--- src/logic/monitor_cfg_pkg.sv ---
// Package: register map, field layout, reset values and timing constants of the monitor config block
package monitor_cfg_pkg;

  // ---------------------------------------------------------------------------
  // Clock and timing
  // ---------------------------------------------------------------------------
  localparam int unsigned CLK_HZ          = 20_000_000;
  localparam int unsigned CYC_PER_MS      = CLK_HZ / 1000;
  localparam int unsigned SCAN_BASE_MS    = 500;              // Shortest scan interval
  localparam int unsigned SCAN_BASE_CYC   = SCAN_BASE_MS * CYC_PER_MS;
  localparam int unsigned REC_STEP_MS     = 10;               // Recovery delay step
  localparam int unsigned REC_STEP_CYC    = REC_STEP_MS * CYC_PER_MS;
  localparam int unsigned REC_OFFSET_MS   = 100;              // Recovery delay offset
  localparam logic [8:0]  REC_OFFSET_STEP = 9'(REC_OFFSET_MS / REC_STEP_MS);
  localparam int unsigned MINUTE_S        = 60;
  localparam int unsigned MINUTE_CYC      = MINUTE_S * CLK_HZ;

  // ---------------------------------------------------------------------------
  // Register indices (printed offsets) and byte addresses
  // ---------------------------------------------------------------------------
  localparam logic [7:0]  IDX_SCAN      = 8'h70;
  localparam logic [7:0]  IDX_OUTCTL    = 8'h72;
  localparam logic [7:0]  IDX_SLEEP     = 8'h74;
  localparam logic [7:0]  IDX_RECOVERY  = 8'h6C;
  localparam logic [7:0]  IDX_STATUS    = 8'h80;
  localparam logic [7:0]  IDX_IRQ_MASK  = 8'h81;
  localparam logic [7:0]  IDX_STATE     = 8'h82;
  localparam logic [11:0] ADDR_SCAN     = {2'b00, IDX_SCAN, 2'b00};
  localparam logic [11:0] ADDR_OUTCTL   = {2'b00, IDX_OUTCTL, 2'b00};
  localparam logic [11:0] ADDR_SLEEP    = {2'b00, IDX_SLEEP, 2'b00};
  localparam logic [11:0] ADDR_RECOVERY = {2'b00, IDX_RECOVERY, 2'b00};
  localparam logic [11:0] ADDR_STATUS   = {2'b00, IDX_STATUS, 2'b00};
  localparam logic [11:0] ADDR_IRQ_MASK = {2'b00, IDX_IRQ_MASK, 2'b00};
  localparam logic [11:0] ADDR_STATE    = {2'b00, IDX_STATE, 2'b00};

  // ---------------------------------------------------------------------------
  // Fields and reset values
  // ---------------------------------------------------------------------------
  localparam int          SKIP_BIT        = 7;
  localparam int          SLP_SCAN_LSB    = 4;
  localparam int          SLP_EN_BIT      = 3;
  localparam logic [1:0]  SCAN_RST        = 2'h0;
  localparam logic [1:0]  SCAN_RESERVED   = 2'h3;
  localparam logic        SKIP_RST        = 1'b0;
  localparam logic [3:0]  MASK_RST        = 4'hF;
  localparam logic [2:0]  NOTIFY_RST      = 3'h0;
  localparam logic [7:0]  RECOVERY_RST    = 8'h00;
  localparam logic [7:0]  RECOVERY_OFF    = 8'hFF;
  localparam logic [7:0]  NOTIFY_MIN_BASE = 8'h1E;           // 30 min, doubled per code step

  // Status bits (sticky, write one to clear)
  localparam int          ST_ALERT_TO     = 0;
  localparam int          ST_LINK_ERR     = 1;
  localparam int          ST_SLEEP_EXIT   = 2;
  localparam int          ST_ALL_GPIO     = 3;
  localparam int          ST_W            = 4;
  localparam logic [3:0]  IRQ_MASK_RST    = 4'h0;

endpackage : monitor_cfg_pkg

--- src/logic/scan_timer_if.sv ---
// Interface: control and tick between the config block and its scan interval timer
interface scan_timer_if;
  logic       run;       // Count while high
  logic       restart;   // Restart from zero
  logic [1:0] periods;   // Interval length in base periods, 1 to 3
  logic       tick;      // One-cycle pulse at end of each interval

  modport ctrl  (output run, output restart, output periods, input tick);
  modport timer (input run, input restart, input periods, output tick);
endinterface : scan_timer_if

--- src/logic/monitor_sleep_cfg.sv ---
// Module: safety monitor and sleep configuration registers with their control logic
//
// Function
// In safety monitoring mode an alert packet is requested every 500 ms, 1 s or 1.5 s by the two-bit scan field.
// With monitoring not skipped, polling begins once the pin recovery delay has expired.
// With monitoring skipped, no polling is done and all GPIO outputs assert if the watchdog missed the delay.
// Four mask bits, reset high, block drive of safety-output pins during safety-measure states.
// In sleep the alert interval comes from bits 5:4 with the same 500 ms, 1 s, 1.5 s decode.
// With the sleep alert enable set, alert packets are requested in sleep at the sleep interval.
// With the sleep alert enable clear, its reset value, no alert packets are requested in sleep.
// Sleep is left when the balancing timer reaches the programmed notify time.
// Notify codes 000 to 011 mean 30, 60, 120 and 240 minutes; codes 1XX turn notification off.
// The scan interval register sits at index 0x70 with its upper six bits reserved and read as zero.
// The recovery delay is the setting times 10 ms plus 100 ms, and setting 0xFF disables it.
// An alert transaction timeout in sleep or monitoring sets the alert timeout flag and the link error flag.
// A reserved scan code 11 falls back to the 500 ms interval.
// The scan timer restarts on each mode entry and on each write of its interval field.
//
// The APB register port is this design's own decision.
module monitor_sleep_cfg
  import monitor_cfg_pkg::*;
#(
  parameter int unsigned SCAN_CYC   = SCAN_BASE_CYC,
  parameter int unsigned STEP_CYC   = REC_STEP_CYC,
  parameter int unsigned MINUTE_LEN = MINUTE_CYC
)(
  input  wire logic        clk_sys,
  input  wire logic        resetn,
  input  wire logic        psel,
  input  wire logic        penable,
  input  wire logic        pwrite,
  input  wire logic [11:0] paddr,
  input  wire logic [31:0] pwdata,
  output logic [31:0]      prdata,
  output logic             pready,
  output logic             pslverr,
  input  wire logic        safety_monitor_mode,
  input  wire logic        sleep_mode,
  input  wire logic        watchdog_refresh,
  input  wire logic        safety_measure_state,
  input  wire logic [3:0]  safety_output_select,
  input  wire logic        alert_txn_timeout,
  input  wire logic        link_timeout,
  output logic             alert_packet_req,
  output logic             monitoring_active,
  output logic             assert_all_gpio,
  output logic [3:0]       safety_output_drive_en,
  output logic             sleep_exit,
  output logic             irq
);

  typedef enum logic [2:0] {
    REC_IDLE = 3'b001,
    REC_WAIT = 3'b010,
    REC_DONE = 3'b100
  } rec_state_t;

  // ---------------------------------------------------------------------------
  // Registers
  // ---------------------------------------------------------------------------
  logic [1:0]        monitor_scan_interval_q, monitor_scan_interval_d;
  logic              skip_monitoring_q, skip_monitoring_d;
  logic [3:0]        safety_output_mask_q, safety_output_mask_d;
  logic [1:0]        sleep_scan_interval_q, sleep_scan_interval_d;
  logic              sleep_alert_packet_enable_q, sleep_alert_packet_enable_d;
  logic [2:0]        balancing_notify_time_q, balancing_notify_time_d;
  logic [7:0]        pin_recovery_delay_q, pin_recovery_delay_d;
  logic [ST_W-1:0]   status_q, status_d;
  logic [ST_W-1:0]   irq_mask_q, irq_mask_d;
  logic [31:0]       prdata_q, prdata_d;
  logic              pready_q, pready_d;
  logic              pslverr_q, pslverr_d;
  logic              scan_wr;
  logic              wr_en;
  logic              mapped;
  logic [31:0]       rd_word;
  logic [ST_W-1:0]   events;

  // Mode tracking and control state
  rec_state_t        rec_q, rec_d;
  logic [31:0]       step_cyc_q, step_cyc_d;
  logic [8:0]        step_cnt_q, step_cnt_d;
  logic              wd_seen_q, wd_seen_d;
  logic              mon_mode_q, slp_mode_q;
  logic [31:0]       min_cyc_q, min_cyc_d;
  logic [7:0]        minutes_q, minutes_d;
  logic              exit_done_q, exit_done_d;
  logic [7:0]        notify_min;
  logic              notify_hit;
  logic              all_gpio_q, all_gpio_d;
  logic              mon_act_q, mon_act_d;
  logic [3:0]        drive_q, drive_d;
  logic              exit_q, exit_d;
  logic              req_q, req_d;
  logic              irq_q, irq_d;

  scan_timer_if st ();

  // ---------------------------------------------------------------------------
  // APB decode: zero wait states, unmapped addresses answer with pslverr
  // ---------------------------------------------------------------------------
  always_comb
  begin
    mapped  = 1'b1;
    rd_word = '0;
    unique case (paddr)
      ADDR_SCAN:     rd_word = {30'd0, monitor_scan_interval_q};
      ADDR_OUTCTL:   rd_word = {24'd0, skip_monitoring_q, 3'd0, safety_output_mask_q};
      ADDR_SLEEP:    rd_word = {26'd0, sleep_scan_interval_q, sleep_alert_packet_enable_q,
                                balancing_notify_time_q};
      ADDR_RECOVERY: rd_word = {24'd0, pin_recovery_delay_q};
      ADDR_STATUS:   rd_word = {28'd0, status_q};
      ADDR_IRQ_MASK: rd_word = {28'd0, irq_mask_q};
      ADDR_STATE:    rd_word = {27'd0, rec_q, slp_mode_q, mon_mode_q};
      default:       mapped  = 1'b0;
    endcase
  end

  // Ready rises in the access cycle because the setup cycle prepares the answer
  assign wr_en     = psel && penable && pready_q && pwrite && !pslverr_q;
  assign scan_wr   = wr_en && (paddr == ADDR_SCAN);
  assign pready_d  = psel && !penable;
  assign prdata_d  = (psel && !penable && !pwrite) ? rd_word : prdata_q;
  assign pslverr_d = psel && !penable && !mapped;

  // Software writes, status set wins over write-one-clear
  always_comb
  begin
    monitor_scan_interval_d     = monitor_scan_interval_q;
    skip_monitoring_d           = skip_monitoring_q;
    safety_output_mask_d        = safety_output_mask_q;
    sleep_scan_interval_d       = sleep_scan_interval_q;
    sleep_alert_packet_enable_d = sleep_alert_packet_enable_q;
    balancing_notify_time_d     = balancing_notify_time_q;
    pin_recovery_delay_d        = pin_recovery_delay_q;
    irq_mask_d                  = irq_mask_q;
    status_d                    = status_q;
    if (wr_en)
    begin
      unique case (paddr)
        ADDR_SCAN:     monitor_scan_interval_d = pwdata[1:0];
        ADDR_OUTCTL:
        begin
          skip_monitoring_d    = pwdata[SKIP_BIT];
          safety_output_mask_d = pwdata[3:0];
        end
        ADDR_SLEEP:
        begin
          sleep_scan_interval_d       = pwdata[SLP_SCAN_LSB +: 2];
          sleep_alert_packet_enable_d = pwdata[SLP_EN_BIT];
          balancing_notify_time_d     = pwdata[2:0];
        end
        ADDR_RECOVERY: pin_recovery_delay_d = pwdata[7:0];
        ADDR_STATUS:   status_d = status_q & ~pwdata[ST_W-1:0];
        ADDR_IRQ_MASK: irq_mask_d = pwdata[ST_W-1:0];
        default:       status_d = status_q;
      endcase
    end
    status_d = status_d | events;
    irq_d    = |(status_d & irq_mask_d);
  end

  // Event sources for the sticky status bits
  always_comb
  begin
    events                = '0;
    events[ST_ALERT_TO]   = alert_txn_timeout && (safety_monitor_mode || sleep_mode);
    events[ST_LINK_ERR]   = alert_txn_timeout || link_timeout;
    events[ST_SLEEP_EXIT] = exit_d && !exit_q;
    events[ST_ALL_GPIO]   = all_gpio_d && !all_gpio_q;
  end

  // ---------------------------------------------------------------------------
  // Pin recovery delay and monitoring start
  // ---------------------------------------------------------------------------
  always_comb
  begin
    rec_d      = rec_q;
    step_cyc_d = step_cyc_q;
    step_cnt_d = step_cnt_q;
    wd_seen_d  = wd_seen_q || watchdog_refresh;
    all_gpio_d = all_gpio_q;
    unique case (rec_q)
      REC_IDLE:
      begin
        wd_seen_d  = watchdog_refresh;                                    // Entry-cycle refresh counts
        step_cyc_d = '0;
        step_cnt_d = '0;
        all_gpio_d = 1'b0;
        if (safety_monitor_mode && !mon_mode_q)
          rec_d = REC_WAIT;
      end
      REC_WAIT:
      begin
        // A disabled delay never expires, so monitoring never starts
        if (pin_recovery_delay_q != RECOVERY_OFF)
        begin
          if (step_cyc_q == 32'(STEP_CYC - 1))
          begin
            step_cyc_d = '0;
            step_cnt_d = step_cnt_q + 9'd1;
            if (step_cnt_q + 9'd1 >= {1'b0, pin_recovery_delay_q} + REC_OFFSET_STEP)
            begin
              rec_d      = REC_DONE;
              all_gpio_d = skip_monitoring_q && !wd_seen_d;
            end
          end
          else
            step_cyc_d = step_cyc_q + 32'd1;
        end
      end
      REC_DONE:  rec_d = rec_q;
      default:   rec_d = REC_IDLE;
    endcase
    if (!safety_monitor_mode)
      rec_d = REC_IDLE;
  end

  // Monitoring only after the delay and only when not skipped
  assign mon_act_d = safety_monitor_mode && (rec_d == REC_DONE) && !skip_monitoring_q;

  // Safety-output drive, masked during safety-measure states
  assign drive_d = safety_output_select & ~(safety_output_mask_q & {4{safety_measure_state}});

  // ---------------------------------------------------------------------------
  // Scan timer control: mode picks the field, reserved code acts as 500 ms
  // ---------------------------------------------------------------------------
  always_comb
  begin
    logic [1:0] code;
    code       = sleep_mode ? sleep_scan_interval_q : monitor_scan_interval_q;
    if (code == SCAN_RESERVED)
      code = SCAN_RST;
    st.periods = code + 2'd1;
    st.run     = mon_act_q || (sleep_mode && sleep_alert_packet_enable_q);
    st.restart = (safety_monitor_mode && !mon_mode_q) || (sleep_mode && !slp_mode_q) || scan_wr
                 || (wr_en && paddr == ADDR_SLEEP);
  end

  assign req_d = st.tick && st.run;

  scan_timer #(
    .BASE_CYC (SCAN_CYC)
  ) u_scan_timer (
    .clk_sys (clk_sys),
    .resetn  (resetn),
    .st      (st)
  );

  // ---------------------------------------------------------------------------
  // Balancing notify: minute count in sleep, exit once the time is reached
  // ---------------------------------------------------------------------------
  assign notify_min = NOTIFY_MIN_BASE << balancing_notify_time_q[1:0];
  assign notify_hit = !balancing_notify_time_q[2] && (minutes_q >= notify_min);

  always_comb
  begin
    min_cyc_d   = min_cyc_q;
    minutes_d   = minutes_q;
    exit_done_d = exit_done_q;
    exit_d      = 1'b0;
    if (!sleep_mode || !slp_mode_q)
    begin
      min_cyc_d   = '0;
      minutes_d   = '0;
      exit_done_d = 1'b0;
    end
    else
    begin
      if (min_cyc_q == 32'(MINUTE_LEN - 1))
      begin
        min_cyc_d = '0;
        if (minutes_q != 8'hFF)
          minutes_d = minutes_q + 8'd1;
      end
      else
        min_cyc_d = min_cyc_q + 32'd1;
      if (notify_hit && !exit_done_q)
      begin
        exit_d      = 1'b1;
        exit_done_d = 1'b1;
      end
    end
  end

  // ---------------------------------------------------------------------------
  // Register stage for all state
  // ---------------------------------------------------------------------------
  always_ff @(posedge clk_sys or negedge resetn)
  begin
    if (!resetn)
    begin
      monitor_scan_interval_q     <= SCAN_RST;
      skip_monitoring_q           <= SKIP_RST;
      safety_output_mask_q        <= MASK_RST;
      sleep_scan_interval_q       <= SCAN_RST;
      sleep_alert_packet_enable_q <= 1'b0;
      balancing_notify_time_q     <= NOTIFY_RST;
      pin_recovery_delay_q        <= RECOVERY_RST;
      status_q                    <= '0;
      irq_mask_q                  <= IRQ_MASK_RST;
      prdata_q                    <= '0;
      pready_q                    <= 1'b0;
      pslverr_q                   <= 1'b0;
      rec_q                       <= REC_IDLE;
      step_cyc_q                  <= '0;
      step_cnt_q                  <= '0;
      wd_seen_q                   <= 1'b0;
      mon_mode_q                  <= 1'b0;
      slp_mode_q                  <= 1'b0;
      min_cyc_q                   <= '0;
      minutes_q                   <= '0;
      exit_done_q                 <= 1'b0;
      all_gpio_q                  <= 1'b0;
      mon_act_q                   <= 1'b0;
      drive_q                     <= '0;
      exit_q                      <= 1'b0;
      req_q                       <= 1'b0;
      irq_q                       <= 1'b0;
    end
    else
    begin
      monitor_scan_interval_q     <= monitor_scan_interval_d;
      skip_monitoring_q           <= skip_monitoring_d;
      safety_output_mask_q        <= safety_output_mask_d;
      sleep_scan_interval_q       <= sleep_scan_interval_d;
      sleep_alert_packet_enable_q <= sleep_alert_packet_enable_d;
      balancing_notify_time_q     <= balancing_notify_time_d;
      pin_recovery_delay_q        <= pin_recovery_delay_d;
      status_q                    <= status_d;
      irq_mask_q                  <= irq_mask_d;
      prdata_q                    <= prdata_d;
      pready_q                    <= pready_d;
      pslverr_q                   <= pslverr_d;
      rec_q                       <= rec_d;
      step_cyc_q                  <= step_cyc_d;
      step_cnt_q                  <= step_cnt_d;
      wd_seen_q                   <= wd_seen_d;
      mon_mode_q                  <= safety_monitor_mode;
      slp_mode_q                  <= sleep_mode;
      min_cyc_q                   <= min_cyc_d;
      minutes_q                   <= minutes_d;
      exit_done_q                 <= exit_done_d;
      all_gpio_q                  <= all_gpio_d;
      mon_act_q                   <= mon_act_d;
      drive_q                     <= drive_d;
      exit_q                      <= exit_d;
      req_q                       <= req_d;
      irq_q                       <= irq_d;
    end
  end

  // Outputs straight from flip-flops
  assign prdata                 = prdata_q;
  assign pready                 = pready_q;
  assign pslverr                = pslverr_q;
  assign alert_packet_req       = req_q;
  assign monitoring_active      = mon_act_q;
  assign assert_all_gpio        = all_gpio_q;
  assign safety_output_drive_en = drive_q;
  assign sleep_exit             = exit_q;
  assign irq                    = irq_q;

endmodule // monitor_sleep_cfg

--- src/logic/scan_timer.sv ---
// Module: alert packet scan interval timer
module scan_timer
  import monitor_cfg_pkg::*;
#(
  parameter int unsigned BASE_CYC = SCAN_BASE_CYC
)(
  input  wire logic   clk_sys,
  input  wire logic   resetn,
  scan_timer_if.timer st
);

  logic [31:0] cyc_q;
  logic [31:0] cyc_d;
  logic [1:0]  per_q;
  logic [1:0]  per_d;
  logic        tick_q;
  logic        tick_d;

  // ---------------------------------------------------------------------------
  // Next state: base period counter and period counter
  // ---------------------------------------------------------------------------
  always_comb
  begin
    cyc_d  = cyc_q;
    per_d  = per_q;
    tick_d = 1'b0;
    if (st.restart || !st.run)
    begin
      cyc_d = '0;
      per_d = '0;
    end
    else if (cyc_q == 32'(BASE_CYC - 1))
    begin
      cyc_d = '0;
      if (per_q + 2'd1 >= st.periods)
      begin
        per_d  = '0;
        tick_d = 1'b1;
      end
      else
        per_d = per_q + 2'd1;
    end
    else
      cyc_d = cyc_q + 32'd1;
  end

  // Register stage
  always_ff @(posedge clk_sys or negedge resetn)
  begin
    if (!resetn)
    begin
      cyc_q  <= '0;
      per_q  <= '0;
      tick_q <= 1'b0;
    end
    else
    begin
      cyc_q  <= cyc_d;
      per_q  <= per_d;
      tick_q <= tick_d;
    end
  end

  assign st.tick = tick_q;

endmodule // scan_timer

--- config.mk ---
export PLATFORM = sky130hd
export DESIGN_NAME = monitor_sleep_cfg
export DESIGN_NICKNAME = d
export VERILOG_FILES = /design/src/logic/monitor_cfg_pkg.sv /design/src/logic/scan_timer_if.sv /design/src/logic/monitor_sleep_cfg.sv /design/src/logic/scan_timer.sv
export SDC_FILE = /design/constraint.sdc
export NUM_CORES = 1
export LEC_CHECK = 0
export BUFFER_PORTS_ARGS = -buffer_cell sky130_fd_sc_hd__buf_2
export CAP_MARGIN = 20
export CORE_AREA = 2 2 147 220
export CTS_CLUSTER_SIZE = 10
export DETAILED_ROUTE_END_ITERATION = 12
export DIE_AREA = 0 0 149 222
export GPL_TIMING_DRIVEN = 0
export HOLD_SLACK_MARGIN = 0.03
export SLEW_MARGIN = 20
export SYNTH_ARGS = -nofsm -noshare
export SYNTH_HDL_FRONTEND = slang
export SYNTH_SLANG_ARGS = --single-unit
--- constraint.sdc ---
create_clock -name clk_sys -period 3.2 [get_ports clk_sys]
set_input_delay 0.64 -clock clk_sys [delete_from_list [all_inputs] [get_ports clk_sys]]
set_output_delay 0.64 -clock clk_sys [all_outputs]
set_load 0.005 [all_outputs]
==> impl_metrics.env <==
export IMPL_worstMarginPinSlew_ns=0.832
export IMPL_cts_buffers_inserted=17
export IMPL_critPathRequiredTime_ns=3.57
export IMPL_area_growth_pct=16.4
export IMPL_dp_hpwl_um=16300
export IMPL_setup_tns_ns=0
export IMPL_cts_tree="built"
export IMPL_clock_sinks=171
export IMPL_synth_ff_latch_count=171
export IMPL_period_needed_ns=2.95
export IMPL_rows=79
export IMPL_drcViolationCount=0
export IMPL_post_place_ws_ns=-0.0232
export IMPL_yosysWarnings=0
export IMPL_ys_flop_type="dfrtp_1"
export IMPL_p_leak_nw=4.57
export IMPL_fin_skew_ns=0.0137
export IMPL_dr_pass1_iters=5
export IMPL_cts_path_max_buffers=2
export IMPL_status="finished clean"
export IMPL_drive_gt1_share_pct=16.4
export IMPL_diodes=0
export IMPL_initial_core_util_pct=29.7
export IMPL_synthTopCellsByCount="dfrtp_1, nor2_1, nand2_1"
export IMPL_antenna_found_initial=5
export IMPL_fin_ws_ns=0.250
export IMPL_cp_arrival_ns=3.32
export IMPL_grt_pass1_wl_um=36500
export IMPL_synth_top_area_share_pct=45.0
export IMPL_seq_area_frac_synth_pct=46.5
export IMPL_crit_start="step_cnt_q[0]"
export IMPL_period_share_pct=92.2
export IMPL_final_core_util_pct=34.6
export IMPL_fillers=3191
export IMPL_clk_latency_ns=0.44
export IMPL_cp_end_kind="flop"
export IMPL_grt_pass1_vias=7062
export IMPL_maxCapViolations=0
export IMPL_port_buffer_count=53
export IMPL_fp_dieH_um=222
export IMPL_drt_iter0_drc=385
export IMPL_grt_max_degree=97
export IMPL_cts_hold_buf=0
export IMPL_routed_wl_um=22200
export IMPL_core_area_mm2=0.0310
export IMPL_grt_util_all_layers_pct=13.9
export IMPL_clk_pin_slew_ns=0.07
export IMPL_ys_types=70
export IMPL_power_density_mw_per_mm2=423
export IMPL_critPathMaxFanout=6
export IMPL_drv_slew=0
export IMPL_htreeDepth=4
export IMPL_critical_path_startpoint_type="flop"
export IMPL_synth_edf_count=0
export IMPL_yosys_area_top_type="dfrtp_1"
export IMPL_nNetsFinal=1136
export IMPL_critPathKind="reg2reg"
export IMPL_synth_avg_cell_area_um2=9.66
export IMPL_hold_class="in2async"
export IMPL_async_flop_share_pct=100
export IMPL_gr_total_overflow=0
export IMPL_antenna_left=0
export IMPL_die_w_um=149
export IMPL_vias=7198
export IMPL_gp_congestion=0.824
export IMPL_synth_area_mm2=0.00923
export IMPL_vias_per_cell=4.89
export IMPL_place_inst=1437
export IMPL_wl_per_cell_um=15.1
export IMPL_hold_viol=0
export IMPL_io_pins=102
export IMPL_rsz0062_at_grt="no"
export IMPL_synth_area_leaders="dfrtp_1, nor2_1, xor2_1"
export IMPL_synth_most_common_cell="dfrtp_1"
export IMPL_instances_no_fill=1471
export IMPL_setup_viol=0
export IMPL_max_slew_margin_pct=44.1
export IMPL_ctsRootBufferMaster="clkbuf_16"
export IMPL_syn_inst=955
export IMPL_fmax_mhz=339
export IMPL_die_area_mm2=0.0331
export IMPL_ir_drop_mv=0.396
export IMPL_r2r_start="step_cnt_q[0]"
-- worst max-delay path, cell delays in order (launching register included) --
cell and delay [ns]:
dfrtp_1 0.44, ha_2 0.26, and3_1 0.25, nand3_1 0.12
xnor2_1 0.16, ha_1 0.30, nand2_1 0.08, a2111oi_2 0.35
o211ai_1 0.26, or4b_1 0.54, nand3_1 0.12
-- worst paths after layout --
check	to	slack, ns	depth (start not counted)
max in group asynchronous	u_scan_timer.cyc_q[11]	2.07	2
min	prdata[7]	0.14	1
max reg2reg	irq	0.25	10
min in group clk_sys	slp_mode_q	0.33	1
max	irq	0.25	10
min reg2reg	sleep_exit	0.47	1
-- power by group --
part | internal (W) | switching [W] | total [W]
Clock | 0.00127 | 0.000856 | 0.00212
Sequential | 0.00217 | 0.00000905 | 0.00218
Combinational | 0.0000763 | 0.000156 | 0.000232
-- layer usage --
layer	vias to the layer above	GRT usage, %	wire length, µm
met1	3505	16.2	9230
met4	10	4.61	368
met2	113	24.2	11500
li1	3534	-	-
met5	-	0	50
met3	36	4.12	1100
-- registers in the layout, summed over array words and instances, names as in the netlist, 4 cells and up --
register,cells
irq_mask_q,4
min_cyc_q,32
minutes_q,8
pin_recovery_delay_q,8
prdata,8
safety_output_drive_en,4
safety_output_mask_q,4
status_q,4
step_cnt_q,9
step_cyc_q,32
u_scan_timer.cyc_q,32
-- area by class of cell --
cell class	instances	area, µm²	area share (%)
multi-input cells	733	4640	43.3
flip-flops and latches	171	4290	39.9
well taps	405	507	4.72
clock buffers	24	472	4.39
repair buffers	56	318	2.96
plain buffers	48	293	2.73
clock inverters	8	119	1.11
inverters	26	97.6	0.909
-- cells in the final DEF, fill, tap and decap left out, drive strengths merged, types with 28 or more instances in the layout --
master | netlist | final
nor3 | 28 | 28
nand2 | 79 | 79
dfrtp | 166 | 166
xnor2 | 41 | 41
nor2 | 118 | 118
clkbuf | 11 | 35
xor2 | 48 | 48
nand4 | 28 | 28
nand3 | 62 | 62
buf | 37 | 93
o21ai | 53 | 53
-- cell families (layout without fill, tap and decap cells) --
logic type	after synthesis	in the layout	synth area share (%)
and+or+nand+nor	440	440	25.1
muxes	32	32	3.84
AOI/OAI and AO/OA	124	124	8.68
buffers and inverters	74	162	4.23
adders and majority gates	24	24	3.26
DFF	171	171	46.5
other	1	24	0.0406
xor gates and xnor gates	89	89	8.45
-- metrics by stage --
stage	power (W)	hold WS (ns)	instance area, µm²
2_1_floorplan	0.00233	0.344	9310
3_5_place_dp	0.00246	0.461	10100
6_report	0.00454	0.136	10700
3_3_place_gp	0.00245	0.453	10100
5_1_grt	0.00471	0.218	10700
4_1_cts	0.00460	0.189	10700
-- timing repair --
action                     4_1_cts  5_1_grt
setup endpoints to repair        2        2
gates cloned                     0        0
gates resized for setup          1        3
setup buffers                    0        2
pin swaps                        0        1
No activity file was read; power rests on OpenSTA's default activity.
